==> config.mk <==
export PLATFORM = sky130hd
export DESIGN_NAME = mcc_console
export DESIGN_NICKNAME = d
export VERILOG_FILES = /design/src/mcc_pkg.sv /design/src/mcc_console.sv
export SDC_FILE = /design/constraint.sdc
export NUM_CORES = 1
export LEC_CHECK = 0
export ABC_AREA = 1
export CORE_MARGIN = 2
export CORE_UTILIZATION = 65
export DETAILED_ROUTE_END_ITERATION = 10
export DONT_BUFFER_PORTS = 1
export MAX_ROUTING_LAYER = met4
export PLACE_DENSITY = 0.82
export SYNTH_ARGS = -nofsm -noshare
export SYNTH_HDL_FRONTEND = slang
export SYNTH_SLANG_ARGS = --single-unit
==> constraint.sdc <==
create_clock -name clk -period 3.94 [get_ports clk]
set_input_delay 0.394 -clock clk [delete_from_list [all_inputs] [get_ports clk]]
set_output_delay 0.394 -clock clk [all_outputs]
set_load 0.01 [all_outputs]
==> src/mcc_pkg.sv <==
// Purpose: Shared constants and types for the maintenance console control
// Assumes: 16-bit storage addresses, 8-bit data bytes
// Notes: One-hot state codes; timing counts derived from the 25 MHz clock
package mcc_pkg;
	localparam int ADDR_W = 16;
	localparam int DATA_W = 8;
	localparam int CLK_HZ = 25000000;
	localparam int DEBOUNCE_US = 5;
	localparam int DEBOUNCE_CYC = (CLK_HZ / 1000000) * DEBOUNCE_US;
	localparam logic [ADDR_W-1:0] ADDR_RESET = 16'h0000;
	localparam logic [DATA_W-1:0] BYTE_RESET = 8'h00;
	localparam logic [7:0] HEX_KEY_MASK = 8'h1f;
	localparam logic [4:0] HEX_LIMIT = 5'h10;

	// Mode selector
	typedef enum logic [2:0]
	{
		MCC_PROCESS = 3'b001,
		MCC_STEP = 3'b010,
		MCC_TEST = 3'b100
	} mcc_mode_e;

	// Test-mode rotary setting
	typedef enum logic [3:0]
	{
		MCC_T_ALTADDR = 4'b0001,
		MCC_T_ALTSTOR = 4'b0010,
		MCC_T_DISPSTOR = 4'b0100,
		MCC_T_KEYBOARD = 4'b1000
	} mcc_test_e;

	// Register display selector
	typedef enum logic [2:0]
	{
		MCC_D_OFF = 3'h0,
		MCC_D_SAR = 3'h1,
		MCC_D_IAR = 3'h2,
		MCC_D_ARR = 3'h3,
		MCC_D_IX1 = 3'h4,
		MCC_D_IX2 = 3'h5
	} mcc_disp_e;

	// Storage access sequencer
	typedef enum logic [3:0]
	{
		MCC_IDLE = 4'b0001,
		MCC_HELD = 4'b0010,
		MCC_WRITE = 4'b0100,
		MCC_EXER = 4'b1000
	} mcc_seq_e;

	typedef struct packed
	{
		logic runStop;
		logic cmpStop;
		logic ioChkStop;
		logic parStop;
		logic storRun;
		logic addrInc;
		logic ioOverlap;
		logic extTest;
	} mcc_sw_s;

	typedef struct packed
	{
		logic invalidAddress;
		logic invalidOpcode;
		logic channelOutbus;
		logic invalidModifier;
		logic ioRegSelect;
		logic otherParity;
	} mcc_err_s;

	localparam int SW_W = $bits(mcc_sw_s);
endpackage : mcc_pkg

==> src/mcc_console.sv <==
// Purpose: Maintenance console control of a small byte processor
// Assumes: Panel inputs asynchronous; processor interface on clk
// Notes: Storage handshake is a one-cycle request with one-cycle reply
//
`timescale 1ns/1ps

module mcc_console
#(
	parameter int DEB_CYC = mcc_pkg::DEBOUNCE_CYC
)
(
	input wire logic clk,
	input wire logic srst,
	input wire mcc_pkg::mcc_mode_e modeSel,
	input wire mcc_pkg::mcc_test_e testSel,
	input wire mcc_pkg::mcc_disp_e dispSel,
	input wire mcc_pkg::mcc_sw_s panelSw,
	input wire logic [mcc_pkg::ADDR_W-1:0] addrDataSw,
	input wire logic startKey,
	input wire logic sysResetKey,
	input wire logic chkResetKey,
	input wire logic keyStrobe,
	input wire logic [7:0] keyCode,
	input wire logic sioPhase1End,
	input wire logic ioXferDone,
	input wire logic ioBusy,
	input wire logic ioError,
	input wire logic cpuCycle,
	input wire logic opEnd,
	input wire logic storCycleEnd,
	input wire mcc_pkg::mcc_err_s parErr,
	input wire logic [mcc_pkg::ADDR_W-1:0] cpuSar,
	input wire logic [mcc_pkg::ADDR_W-1:0] ioLsrData,
	input wire logic ioLsrSel,
	input wire logic [mcc_pkg::ADDR_W-1:0] lsrArr,
	input wire logic [mcc_pkg::ADDR_W-1:0] lsrIx1,
	input wire logic [mcc_pkg::ADDR_W-1:0] lsrIx2,
	input wire logic [mcc_pkg::DATA_W-1:0] storRdData,
	input wire logic storRdValid,
	input wire logic adapterTest,
	input wire logic txBit,
	input wire logic modemRx,
	output logic clkIdle,
	output logic cpuHalt,
	output logic [mcc_pkg::ADDR_W-1:0] sarQ,
	output logic [mcc_pkg::ADDR_W-1:0] iarQ,
	output logic [mcc_pkg::ADDR_W-1:0] psrQ,
	output logic [mcc_pkg::ADDR_W-1:0] dfdrQ,
	output logic [mcc_pkg::DATA_W-1:0] aRegQ,
	output logic [mcc_pkg::DATA_W-1:0] bRegQ,
	output logic [mcc_pkg::DATA_W-1:0] modRegQ,
	output logic storRd,
	output logic storWr,
	output logic [mcc_pkg::DATA_W-1:0] storWrData,
	output logic invAddrChkEn,
	output logic ioResetPulse,
	output logic powerChkClr,
	output logic matchSync,
	output logic cmpLamp,
	output logic stopLamp,
	output logic ioChkLamp,
	output logic cpuChkLamp,
	output logic kbdLocked,
	output logic [mcc_pkg::ADDR_W-1:0] dispData,
	output logic rxTrigger,
	output logic modemTx
);
	import mcc_pkg::*;

	localparam int NSYNC = SW_W + 5;

	function automatic logic isHex(input logic [7:0] k);
		isHex = (k[7:5] == 3'h0) && ((k & HEX_KEY_MASK) < 8'(HEX_LIMIT));
	endfunction : isHex

	// Two-flop synchronisers for panel keys, switches and data; mode, test and display selectors are not synchronised
	logic [NSYNC-1:0] rawIn, meta1Q, meta2Q, stableQ;
	logic [7:0] keyMetaQ, keySyncQ;
	logic [ADDR_W-1:0] swMetaQ, swSyncQ;
	assign rawIn = {panelSw, startKey, sysResetKey, chkResetKey, keyStrobe,
		adapterTest};
	always_ff @(posedge clk)
	begin
		meta1Q <= rawIn;
		meta2Q <= meta1Q;
		keyMetaQ <= keyCode;
		keySyncQ <= keyMetaQ;
		swMetaQ <= addrDataSw;
		swSyncQ <= swMetaQ;
	end

	// Per-bit debounce: accept a level after it holds DEB_CYC cycles
	logic [15:0] debCntQ [NSYNC];
	always_ff @(posedge clk)
	begin
		for (int i = 0; i < NSYNC; i++)
		begin
			if (srst)
			begin
				debCntQ[i] <= 16'h0000;
				stableQ[i] <= 1'b0;
			end
			else if (meta2Q[i] == stableQ[i])
				debCntQ[i] <= 16'h0000;
			else if (debCntQ[i] >= 16'(DEB_CYC - 1))
			begin
				stableQ[i] <= meta2Q[i];
				debCntQ[i] <= 16'h0000;
			end
			else
				debCntQ[i] <= debCntQ[i] + 16'h0001;
		end
	end

	mcc_sw_s sw;
	logic startLvl, sysRstLvl, chkRstLvl, keyLvl, adTestLvl;
	logic [4:0] prevQ;
	logic startPress, startRel, sysRstEv, chkRstEv, keyEv;
	assign {sw, startLvl, sysRstLvl, chkRstLvl, keyLvl, adTestLvl} = stableQ;
	always_ff @(posedge clk)
		prevQ <= srst ? 5'h00 : {startLvl, sysRstLvl, chkRstLvl, keyLvl, 1'b0};
	assign startPress = startLvl & ~prevQ[4];
	assign startRel = ~startLvl & prevQ[4];
	assign sysRstEv = sysRstLvl & ~prevQ[3] & (modeSel == MCC_PROCESS);
	assign chkRstEv = chkRstLvl & ~prevQ[2];
	assign keyEv = keyLvl & ~prevQ[1];

	logic hardRst;
	assign hardRst = srst | sysRstEv;

	// Error capture and halt causes
	logic fatalPar, anyPar, compareOn, match, halted;
	assign fatalPar = parErr.invalidAddress | parErr.invalidOpcode |
		parErr.channelOutbus | parErr.invalidModifier | parErr.ioRegSelect;
	assign anyPar = fatalPar | parErr.otherParity;
	assign compareOn = (dispSel == MCC_D_SAR) && (modeSel == MCC_PROCESS);
	assign match = compareOn && (swSyncQ == sarQ);

	logic parHaltQ, ioHaltQ, cmpHaltQ, runHaltQ, cmpPendQ;
	always_ff @(posedge clk)
	begin
		if (hardRst || chkRstEv)
		begin
			parHaltQ <= 1'b0;
			ioHaltQ <= 1'b0;
			ioChkLamp <= 1'b0;
			cpuChkLamp <= 1'b0;
		end
		else
		begin
			// Check reset or system reset wins over a simultaneous set
			if ((sw.parStop && anyPar) || fatalPar)
				parHaltQ <= 1'b1;
			if (anyPar)
				cpuChkLamp <= 1'b1;
			if (sw.ioChkStop && ioError)
			begin
				ioHaltQ <= 1'b1;
				ioChkLamp <= 1'b1;
				cpuChkLamp <= 1'b1;
			end
		end
	end

	always_ff @(posedge clk)
	begin
		if (hardRst)
		begin
			cmpPendQ <= 1'b0;
			cmpHaltQ <= 1'b0;
			matchSync <= 1'b0;
			cmpLamp <= 1'b0;
		end
		else
		begin
			matchSync <= match && !sw.cmpStop;
			cmpLamp <= match && sw.cmpStop;
			if (match && sw.cmpStop)
				cmpPendQ <= 1'b1;
			else if (storCycleEnd || !sw.cmpStop)
				cmpPendQ <= 1'b0;
			// A match left over from stop must not halt once at run
			if (cmpPendQ && storCycleEnd && sw.cmpStop)
				cmpHaltQ <= 1'b1;
			else if (startPress)
				cmpHaltQ <= 1'b0;
		end
	end

	always_ff @(posedge clk)
	begin
		if (hardRst)
		begin
			runHaltQ <= 1'b0;
			stopLamp <= 1'b0;
		end
		else if (sw.runStop && opEnd)
		begin
			runHaltQ <= 1'b1;
			stopLamp <= 1'b1;
		end
		else if (!sw.runStop)
		begin
			runHaltQ <= 1'b0;
			stopLamp <= 1'b0;
		end
	end

	assign halted = parHaltQ | ioHaltQ | cmpHaltQ | runHaltQ;

	// Clock idle: start I/O hold, overlap-off hold
	logic sioHoldQ;
	always_ff @(posedge clk)
	begin
		if (hardRst)
			sioHoldQ <= 1'b0;
		else if (sioPhase1End)
			sioHoldQ <= 1'b1;
		else if (ioXferDone)
			sioHoldQ <= 1'b0;
	end

	always_ff @(posedge clk)
	begin
		if (srst)
		begin
			clkIdle <= 1'b1;
			cpuHalt <= 1'b1;
		end
		else
		begin
			clkIdle <= sysRstEv || sioHoldQ || (!sw.ioOverlap && ioBusy);
			cpuHalt <= halted || sysRstEv || (modeSel != MCC_PROCESS);
		end
	end

	always_ff @(posedge clk)
	begin
		ioResetPulse <= hardRst;
		powerChkClr <= sysRstEv;
		invAddrChkEn <= srst ? 1'b0 : (modeSel != MCC_TEST);
	end

	// Test-mode storage sequencer
	mcc_seq_e seqQ;
	logic [3:0] nibQ;
	logic haveNibQ, wrDispQ;
	logic testMode, doInc;
	assign testMode = (modeSel == MCC_TEST);
	// Keyboard entry bumps the address itself; only alter/display use this
	assign doInc = sw.addrInc && ((testSel == MCC_T_ALTSTOR) ||
		(testSel == MCC_T_DISPSTOR));

	always_ff @(posedge clk)
	begin
		if (hardRst)
		begin
			seqQ <= MCC_IDLE;
			sarQ <= ADDR_RESET;
			iarQ <= ADDR_RESET;
			psrQ <= ADDR_RESET;
			dfdrQ <= ADDR_RESET;
			aRegQ <= BYTE_RESET;
			bRegQ <= BYTE_RESET;
			modRegQ <= BYTE_RESET;
			storRd <= 1'b0;
			storWr <= 1'b0;
			storWrData <= BYTE_RESET;
			nibQ <= 4'h0;
			haveNibQ <= 1'b0;
			kbdLocked <= 1'b0;
			wrDispQ <= 1'b0;
		end
		else
		begin
			storRd <= 1'b0;
			storWr <= 1'b0;
			if (!testMode)
				sarQ <= cpuSar;
			if (storRdValid)
				bRegQ <= storRdData;
			if (storWr && doInc)
				sarQ <= sarQ + 16'h0001;
			case (seqQ)
				MCC_IDLE:
				begin
					if (testMode && startPress)
					begin
						case (testSel)
							MCC_T_ALTADDR:
							begin
								iarQ <= swSyncQ;
								sarQ <= swSyncQ;
							end
							MCC_T_ALTSTOR:
							begin
								aRegQ <= swSyncQ[DATA_W-1:0];
								wrDispQ <= 1'b0;
								seqQ <= sw.storRun ? MCC_EXER : MCC_HELD;
							end
							MCC_T_DISPSTOR:
							begin
								storRd <= 1'b1;
								wrDispQ <= 1'b1;
								seqQ <= sw.storRun ? MCC_EXER : MCC_HELD;
							end
							default:
							begin
							end
						endcase
					end
					else if (testMode && testSel == MCC_T_KEYBOARD && keyEv
						&& !kbdLocked)
					begin
						if (!isHex(keySyncQ))
							kbdLocked <= 1'b1;
						else if (!haveNibQ)
						begin
							nibQ <= keySyncQ[3:0];
							haveNibQ <= 1'b1;
						end
						else
						begin
							storWr <= 1'b1;
							storWrData <= {nibQ, keySyncQ[3:0]};
							modRegQ <= {nibQ, keySyncQ[3:0]};
							haveNibQ <= 1'b0;
							sarQ <= sarQ + 16'h0001;
						end
					end
				end
				MCC_HELD:
					if (startRel)
						seqQ <= MCC_WRITE;
				MCC_WRITE:
				begin
					storWr <= 1'b1;
					storWrData <= wrDispQ ? bRegQ : aRegQ;
					modRegQ <= wrDispQ ? bRegQ : aRegQ;
					seqQ <= MCC_IDLE;
				end
				MCC_EXER:
				begin
					// Writes repeat, each after a read when displaying, until the switch leaves run or the mode leaves test
					if (!sw.storRun || !testMode)
						seqQ <= MCC_IDLE;
					else if (wrDispQ && !storRd && !storRdValid)
						storRd <= 1'b1;
					else if (!wrDispQ || storRdValid)
					begin
						storWr <= 1'b1;
						storWrData <= wrDispQ ? storRdData : aRegQ;
						modRegQ <= wrDispQ ? storRdData : aRegQ;
					end
				end
				default:
					seqQ <= MCC_IDLE;
			endcase
		end
	end

	// Register display; frozen on I/O check stop
	logic idleForDisp;
	assign idleForDisp = halted || (!cpuCycle && !ioBusy);
	always_ff @(posedge clk)
	begin
		if (hardRst)
			dispData <= ADDR_RESET;
		else if (!ioHaltQ)
		begin
			if (dispSel == MCC_D_OFF)
				dispData <= ioLsrSel ? ioLsrData : ADDR_RESET;
			else if (dispSel == MCC_D_SAR)
				dispData <= sarQ;
			else if (ioLsrSel && !idleForDisp)
				dispData <= ioLsrData;
			else if (idleForDisp)
			begin
				case (dispSel)
					MCC_D_IAR: dispData <= iarQ;
					MCC_D_ARR: dispData <= lsrArr;
					MCC_D_IX1: dispData <= lsrIx1;
					MCC_D_IX2: dispData <= lsrIx2;
					default: dispData <= ADDR_RESET;
				endcase
			end
		end
	end

	// Adapter loopback
	logic rxMetaQ, rxSyncQ;
	always_ff @(posedge clk)
	begin
		rxMetaQ <= modemRx;
		rxSyncQ <= rxMetaQ;
		if (srst)
		begin
			rxTrigger <= 1'b0;
			modemTx <= 1'b0;
		end
		else
		begin
			modemTx <= txBit;
			if (adTestLvl && !sw.extTest)
				rxTrigger <= txBit;
			else
				rxTrigger <= rxSyncQ;
		end
	end

	chk_halt_cause: assert property (@(posedge clk) disable iff (srst)
		fatalPar && !hardRst && !chkRstEv |=> parHaltQ ##1 cpuHalt)
		else $error("fatal parity did not halt");
	chk_sio_idle: assert property (@(posedge clk) disable iff (srst)
		sioPhase1End && !hardRst |=> ##1 clkIdle)
		else $error("clock not idled after start I/O");
	chk_run_sync: assert property (@(posedge clk) disable iff (srst)
		match && !sw.cmpStop && !hardRst |=> matchSync && !cmpHaltQ)
		else $error("sync wrong at compare run");
	chk_cmp_lamp: assert property (@(posedge clk) disable iff (srst)
		cmpLamp |-> $past(dispSel) == MCC_D_SAR && $past(sw.cmpStop))
		else $error("compare lamp without cause");
	chk_kbd_lock: assert property (@(posedge clk) disable iff (srst)
		kbdLocked && !sysRstEv |=> kbdLocked)
		else $error("keyboard unlocked without reset");
	chk_sys_reset: assert property (@(posedge clk) disable iff (srst)
		sysRstEv |=> iarQ == 16'h0000 && psrQ == 16'h0000 && dfdrQ == 16'h0000)
		else $error("system reset left registers set");
	chk_io_stop: assert property (@(posedge clk) disable iff (srst)
		sw.ioChkStop && ioError && !hardRst && !chkRstEv |=> ioChkLamp && cpuChkLamp)
		else $error("I/O check lamps not lit");
	chk_test_noinv: assert property (@(posedge clk) disable iff (srst)
		modeSel == MCC_TEST |=> !invAddrChkEn)
		else $error("invalid address check in test mode");
	chk_alt_write: assert property (@(posedge clk) disable iff (srst)
		seqQ == MCC_WRITE && !hardRst |=> storWr && modRegQ == storWrData)
		else $error("release write missing");
	cov_cmp_stop: cover property (@(posedge clk) cmpPendQ ##1 cmpHaltQ);
	cov_kbd_byte: cover property (@(posedge clk) haveNibQ ##[1:50] storWr);
	cov_exer: cover property (@(posedge clk) seqQ == MCC_EXER ##1 storWr);
	cov_lock: cover property (@(posedge clk) $rose(kbdLocked));
endmodule : mcc_console

; ---- After elaboration in Yosys (flattened, before gate mapping)
; Memory sizes are Yosys's and may differ from the RTL's.
; Index checks and enable logic that the tools add are counted.
[totals]
register_bits = 194
latch_bits = 0
mem_bits_rw = 208
romBits = 0
out_inout_bits = 127
memories = 1
[memory_table]
columns = memory, depth, width, rd, rd_clocked_by_memory_dff, write_ports, line
row1 = debCntQ, 13, 16, 13, 0, 13, mcc_console.sv:93  ; logic [15:0] debCntQ [NSYNC];
[classes]
add_sub_neg = 14
n_mul = 0
div = 0
n_lt_le_gt_ge = 14
n_eq_ne = 43
n_shift = 0
n_mux = 240
n_bitwise = 76
n_reduce_logical = 77
[ops]
columns = cell, count
row1 = $mux W16, 52
row2 = $add A16 B1 Y16 const B, 14
row3 = $ge A16 B7 Y1 const B, 13
row4 = $mux W1, 168
row5 = $mux W8, 9
row6 = $pmux W16 S4, 1
row7 = $or A1 B1 Y1, 48
row8 = $reduce_and A2 Y1, 14
row9 = $pmux W8 S3, 1
row10 = $logic_and A1 B1 Y1, 22
row11 = $ne A2 B2 Y1 const B, 11
row12 = $not A1 Y1, 22
row13 = $mux W4, 5
row14 = $eq A16 B16 Y1, 1
row15 = $eq A1 B1 Y1, 13
row16 = $logic_not A1 Y1, 12
row17 = $pmux W4 S3, 1
row18 = $reduce_and A4 Y1, 3
row19 = $logic_or A1 B1 Y1, 11
row20 = $reduce_bool A2 Y1, 5
row21 = $eq A3 B3 Y1 const B, 3
row22 = $reduce_and A3 Y1, 3
row23 = $eq A4 B1 Y1 const B, 2
row24 = $eq A4 B2 Y1 const B, 2
row25 = other kinds (17), 28

; ---- Longest topological paths before layout
[logic_depth]
word_depth = 10
depth_mapped = 12

; ---- Worst setup path before layout
; Ideal clock, no wire load.
[synth_path]
kind = reg2reg
startpoint = reg sarQ[0] (netlist name)
endpoint = reg sarQ[10] (netlist name)
setup_ns = 0.109
arrival_time_ns = 1.481
required_ns = 3.831
slack_ns = 2.350
stages_incl_launch_ff = 11
period_less_slack_ns = 1.590
path_cell_list = dfxtp_1 > ha_1 > nand2_1 > nor3_2 > nand2_1 > nor2_1 > nand3_1 > nand3_1 > nand3_1 > nand2_1 > inv_1
[synth_between]
elab_chain_cells = 7
word_cells_on_any_way = 8
[synth_lines]
columns = item, line
row1 = start: declaration, mcc_console.sv:45  ; output logic [mcc_pkg::ADDR_W-1:0] sarQ,
row2 = start signal: assignment, mcc_console.sv:279  ; sarQ <= cpuSar;
row3 = start signal: assignment, mcc_console.sv:283  ; sarQ <= sarQ + 16'h0001;
row4 = start signal: assignment, mcc_console.sv:293  ; sarQ <= swSyncQ;
row5 = $add A16 B1 Y16 *, "mcc_console.sv:283, mcc_console.sv:328"
row6 = $mux W16, mcc_console.sv:282  ; if (storWr && doInc)
row7 = $mux W16, mcc_console.sv:317  ; else if (!haveNibQ)
row8 = $mux W16, mcc_console.sv:315  ; if (!isHex(keySyncQ))
row9 = $mux W16, mcc_console.sv:312  ; else if (testMode && testSel == MCC_T_KEYBOARD && keyEv
row10 = $mux W16, mcc_console.sv:287  ; if (testMode && startPress)
row11 = $mux W16 *, mcc_console.sv:284  ; case (seqQ)
; Mark *: on every way between the ends. The rest lies on a longest branch, timed or not.
; A chain may end at the register's enable or synchronous reset.

; ---- Worst setup path after layout
[layout_path]
startpoint = reg stableQ[3]
endpoint = reg storRd
[layout_between]
elab_chain_cells = 3
[layout_lines]
columns = item, line
row1 = start: declaration, mcc_console.sv:77  ; logic [NSYNC-1:0] rawIn, meta1Q, meta2Q, stableQ;
row2 = start signal: indexed assignment, mcc_console.sv:107  ; stableQ[i] <= meta2Q[i];
row3 = $and A1 B1 Y1 (2 in series), mcc_console.sv:124  ; assign sysRstEv = sysRstLvl & ~prevQ[3] & (modeSel == MCC_PROCESS);
row4 = via sysRstEv, mcc_console.sv:118  ; logic startPress, startRel, sysRstEv, chkRstEv, keyEv;
row5 = $or A1 B1 Y1, mcc_console.sv:129  ; assign hardRst = srst | sysRstEv;
row6 = end signal: assignment, mcc_console.sv:266  ; storRd <= 1'b0;
row7 = end signal: assignment, mcc_console.sv:276  ; storRd <= 1'b0;
row8 = end signal: assignment, mcc_console.sv:303  ; storRd <= 1'b1;
row9 = end: declaration, mcc_console.sv:52  ; output logic storRd,
; The timed path passes the listed nets, and every way through them passes these cells.

==> impl_results.md <==
* DRT Wirelength at 41200 um
* Total of max-cap violations at 0
* Largest net degree at the start of global routing at 50
* Routed Antenna Nets at 0
* IO buf count at 0
* Avg WL per Cell at 16.2 um
* Die span in x at 166 um
* Clock Skew at 0.0176 ns
* F_max at 377 MHz
* Ranking of synthesized cells by area: edfxtp_1 (36%), dfxtp_1 (23%), nand2_1 (7.7%)
* Worst Path Max Fanout at 49
* Worst R2R Setup Slack at 1.29 ns
* Post-CTS Setup Inserts at 0
* H-tree lvl count at 2
* Max-Slew Margin vs Limit at 0.173
* FFs w/ async S/R, synth at 0
* Tcrit/Tclk final at 0.674
* Initial antenna violation count at 6
* DRC at 0
* Worst-margin pin slew at 1.24 ns
* Outcome: completed
* Clk root buf: clkbuf_16
* Nets@finish at 2355
* Post-synth EDFFs at 208
* Slew Limit Fails at 0
* Pre-CTS setup slack at 1.27 ns
* Synth Instances at 1822
* TritonCTS clock tree: yes
* DRT iter0 DRCs at 1170
* Min Tclk post-route at 2.65 ns
* Ys Warns at 0
* I/O pin cnt at 281
* Detailed-route via count at 13000
* PwrDens at 456 nW/um^2
* CTS Buf Count at 40
* Total clock sinks at 402
* Peak VDD IR at 0.404 mV
* Hold Path Origin: storRdData[4]
* Worst R2R Path Depth at 7
* Vias in the first global route at 12600
* Endpoint class of the critical path: register
* Final setup fails at 0
* DR vias/cell at 5.11
* Main flop type after synthesis: edfxtp_1
* Clk slew on worst S/H paths at 0.06 ns
* Worst Hold Class: primary input to register
* Cell variety after synth at 49
* Placer Congestion at 0.954
* Yosys top cell area share at 0.365
* Final setup margin at 1.29 ns
* Reg2reg start: stableQ[3]
* Mean Syn Cell Area at 9.39 um^2
* Crit path kind: register to register
* Clock latency on the worst-skew pair at 0.53 ns
* RSZ-0062 raised after global routing: false
* Worst setup SP type: register
* Hpwl dp at 29600 um
* Core footprint at 26000 um^2
* Initial core utilization at 0.659
* First-pass GRT wire length at 64600 um
* Worst Setup SP: stableQ[3]
* Global route overflow at 0
* Synth Cell Area at 17100 um^2
* WHS Path Cells at 2
* Seq/Total Area, Yosys at 0.592
* Tot GR Track Use at 0.304
* Final Hold Fails at 0
* FF-to-FF End: storRd
* Worst Hold Endpoint: bRegQ[4]
* Clock Path Buffers at 3
* Yosys reg bits at 402
* Layout area overhead at 17.7%
* Dominant cell type by area after synthesis: edfxtp_1
* Fill cells at 1812
* CP arrival at 3.08 ns
* Layout cell share with drive strength beyond 1 at 0.0435
* Final TNS setup at 0 ns
* WP data required at 4.37 ns
* Leakage at 8.67 nW
* Num rows at 59
* Die span in y at 166 um
* DR pass1 iterations at 5
* Die area at 27600 um^2
-- synth_stat cells (all sizes together) (2+ instances only) --
cell type / number
a21oi: 116
xnor2: 27
nor4: 14
o211ai: 6
xor2: 45
nor2: 246
or2: 4
conb: 2
clkbuf: 26
a21boi: 3
a31oi: 33
nand3b: 5
dfxtp: 194
nor3: 42
ha: 27
inv: 199
nor3b: 5
o22ai: 4
nand3: 79
nand4: 47
buf: 59
o21ai: 63
edfxtp: 208
nand2: 357
a211o: 4
-- sequential cells by signal (all words and copies together) (netlist names), 4 cells and up --
signal      flops
meta2Q         13
seqQ            4
swMetaQ        16
keyMetaQ        8
stableQ        13
iarQ           16
storWrData      8
debCntQ       208
sarQ           16
bRegQ           8
keySyncQ        8
meta1Q         13
prevQ           4
nibQ            4
aRegQ           8
swSyncQ        16
dispData       16
-- worst max-delay path, stage by stage (launching register included) --
cell and delay, ns:
dfxtp_1 0.33, inv_1 0.11, nor2_1 0.05, nand2_1 0.06, inv_1 0.07, nor2_4 0.84
inv_2 0.68, a221oi_1 0.39
-- cells by family after synthesis --
| family | after synthesis | share of synthesized area |
|---|---|---|
| flip-flops | 402 | 0.592 |
| XOR/XNOR | 72 | 0.0368 |
| AND/OR/NAND/NOR | 799 | 0.203 |
| other | 2 | 0.000439 |
| buffers and inverters | 285 | 0.0735 |
| AO/OA/AOI/OAI | 235 | 0.0749 |
| adder cells (fa/ha/maj) | 27 | 0.0197 |
-- layout by cell type (no fill, tap or decap), types with 43 or more instances in the layout --
| cell | instances |
|---|---|
| conb_1 | 357 |
| nand2_1 | 353 |
| nor2_1 | 236 |
| edfxtp_1 | 208 |
| dfxtp_1 | 194 |
| inv_1 | 190 |
| a21oi_1 | 116 |
| nand3_1 | 76 |
| o21ai_0 | 58 |
| nand4_1 | 45 |
| xor2_1 | 45 |
| clkbuf_16 | 43 |
-- routing by layer --
layer | track usage | wire [um] | vias to the layer above
li1 | - | - | 6373
met1 | 0.333 | 14700 | 5975
met2 | 0.532 | 20900 | 547
met3 | 0.0729 | 3660 | 106
met4 | 0.129 | 1870 | 0
met5 | - | 0 | -
-- stage by stage --
step                cell area, um^2  std cells  hold WS, ns   util  total power (W)
finish                        20100       2546       0.0310  0.775          0.00919
floorplan                     18400       2177        0.310      -          0.00522
detailed placement            18400       2428        0.312  0.707          0.00531
CTS                           20100       2540       0.0159  0.775          0.00922
global route                  20100       2546       0.0305  0.775          0.00950
global placement              18400       2428        0.310  0.707          0.00529
-- area by class of cell --
type / count / area, um^2 / share of cell area
multi-input combinational: 1490 / 7070 / 0.351
sequential: 402 / 10100 / 0.503
inverter: 200 / 753 / 0.0374
tap: 335 / 419 / 0.0208
antenna: 6 / 15.0 / 0.000745
clock buffer: 55 / 1150 / 0.0571
timing repair buffer: 40 / 398 / 0.0197
clock inverter: 18 / 213 / 0.0106
-- worst max-delay path by stage --
stage / endpoint / slack [ns] / cells after the start
after global placement: storRd / 1.28 / 7
after floorplan: sarQ[10] / 2.35 / 10
after detailed placement: storRd / 1.27 / 7
after global routing: seqQ[0] / 1.10 / 8
final: storRd / 1.29 / 7
after CTS: storRd / 1.34 / 7
-- repair_timing --
item                                   in CTS  in global routing
resized for setup                           0                  0
endpoints found under the hold margin      46                  0
hold buffers                               39                  0
setup endpoints to repair                   0                  0
-- where the power goes --
group          leakage, nW  internal (W)  switching, W
combinational         4.32      0.000165      0.000322
sequential            3.69       0.00464      0.000166
clock                0.659       0.00233       0.00157
Note: power is estimated with default switching activity, not from simulation.
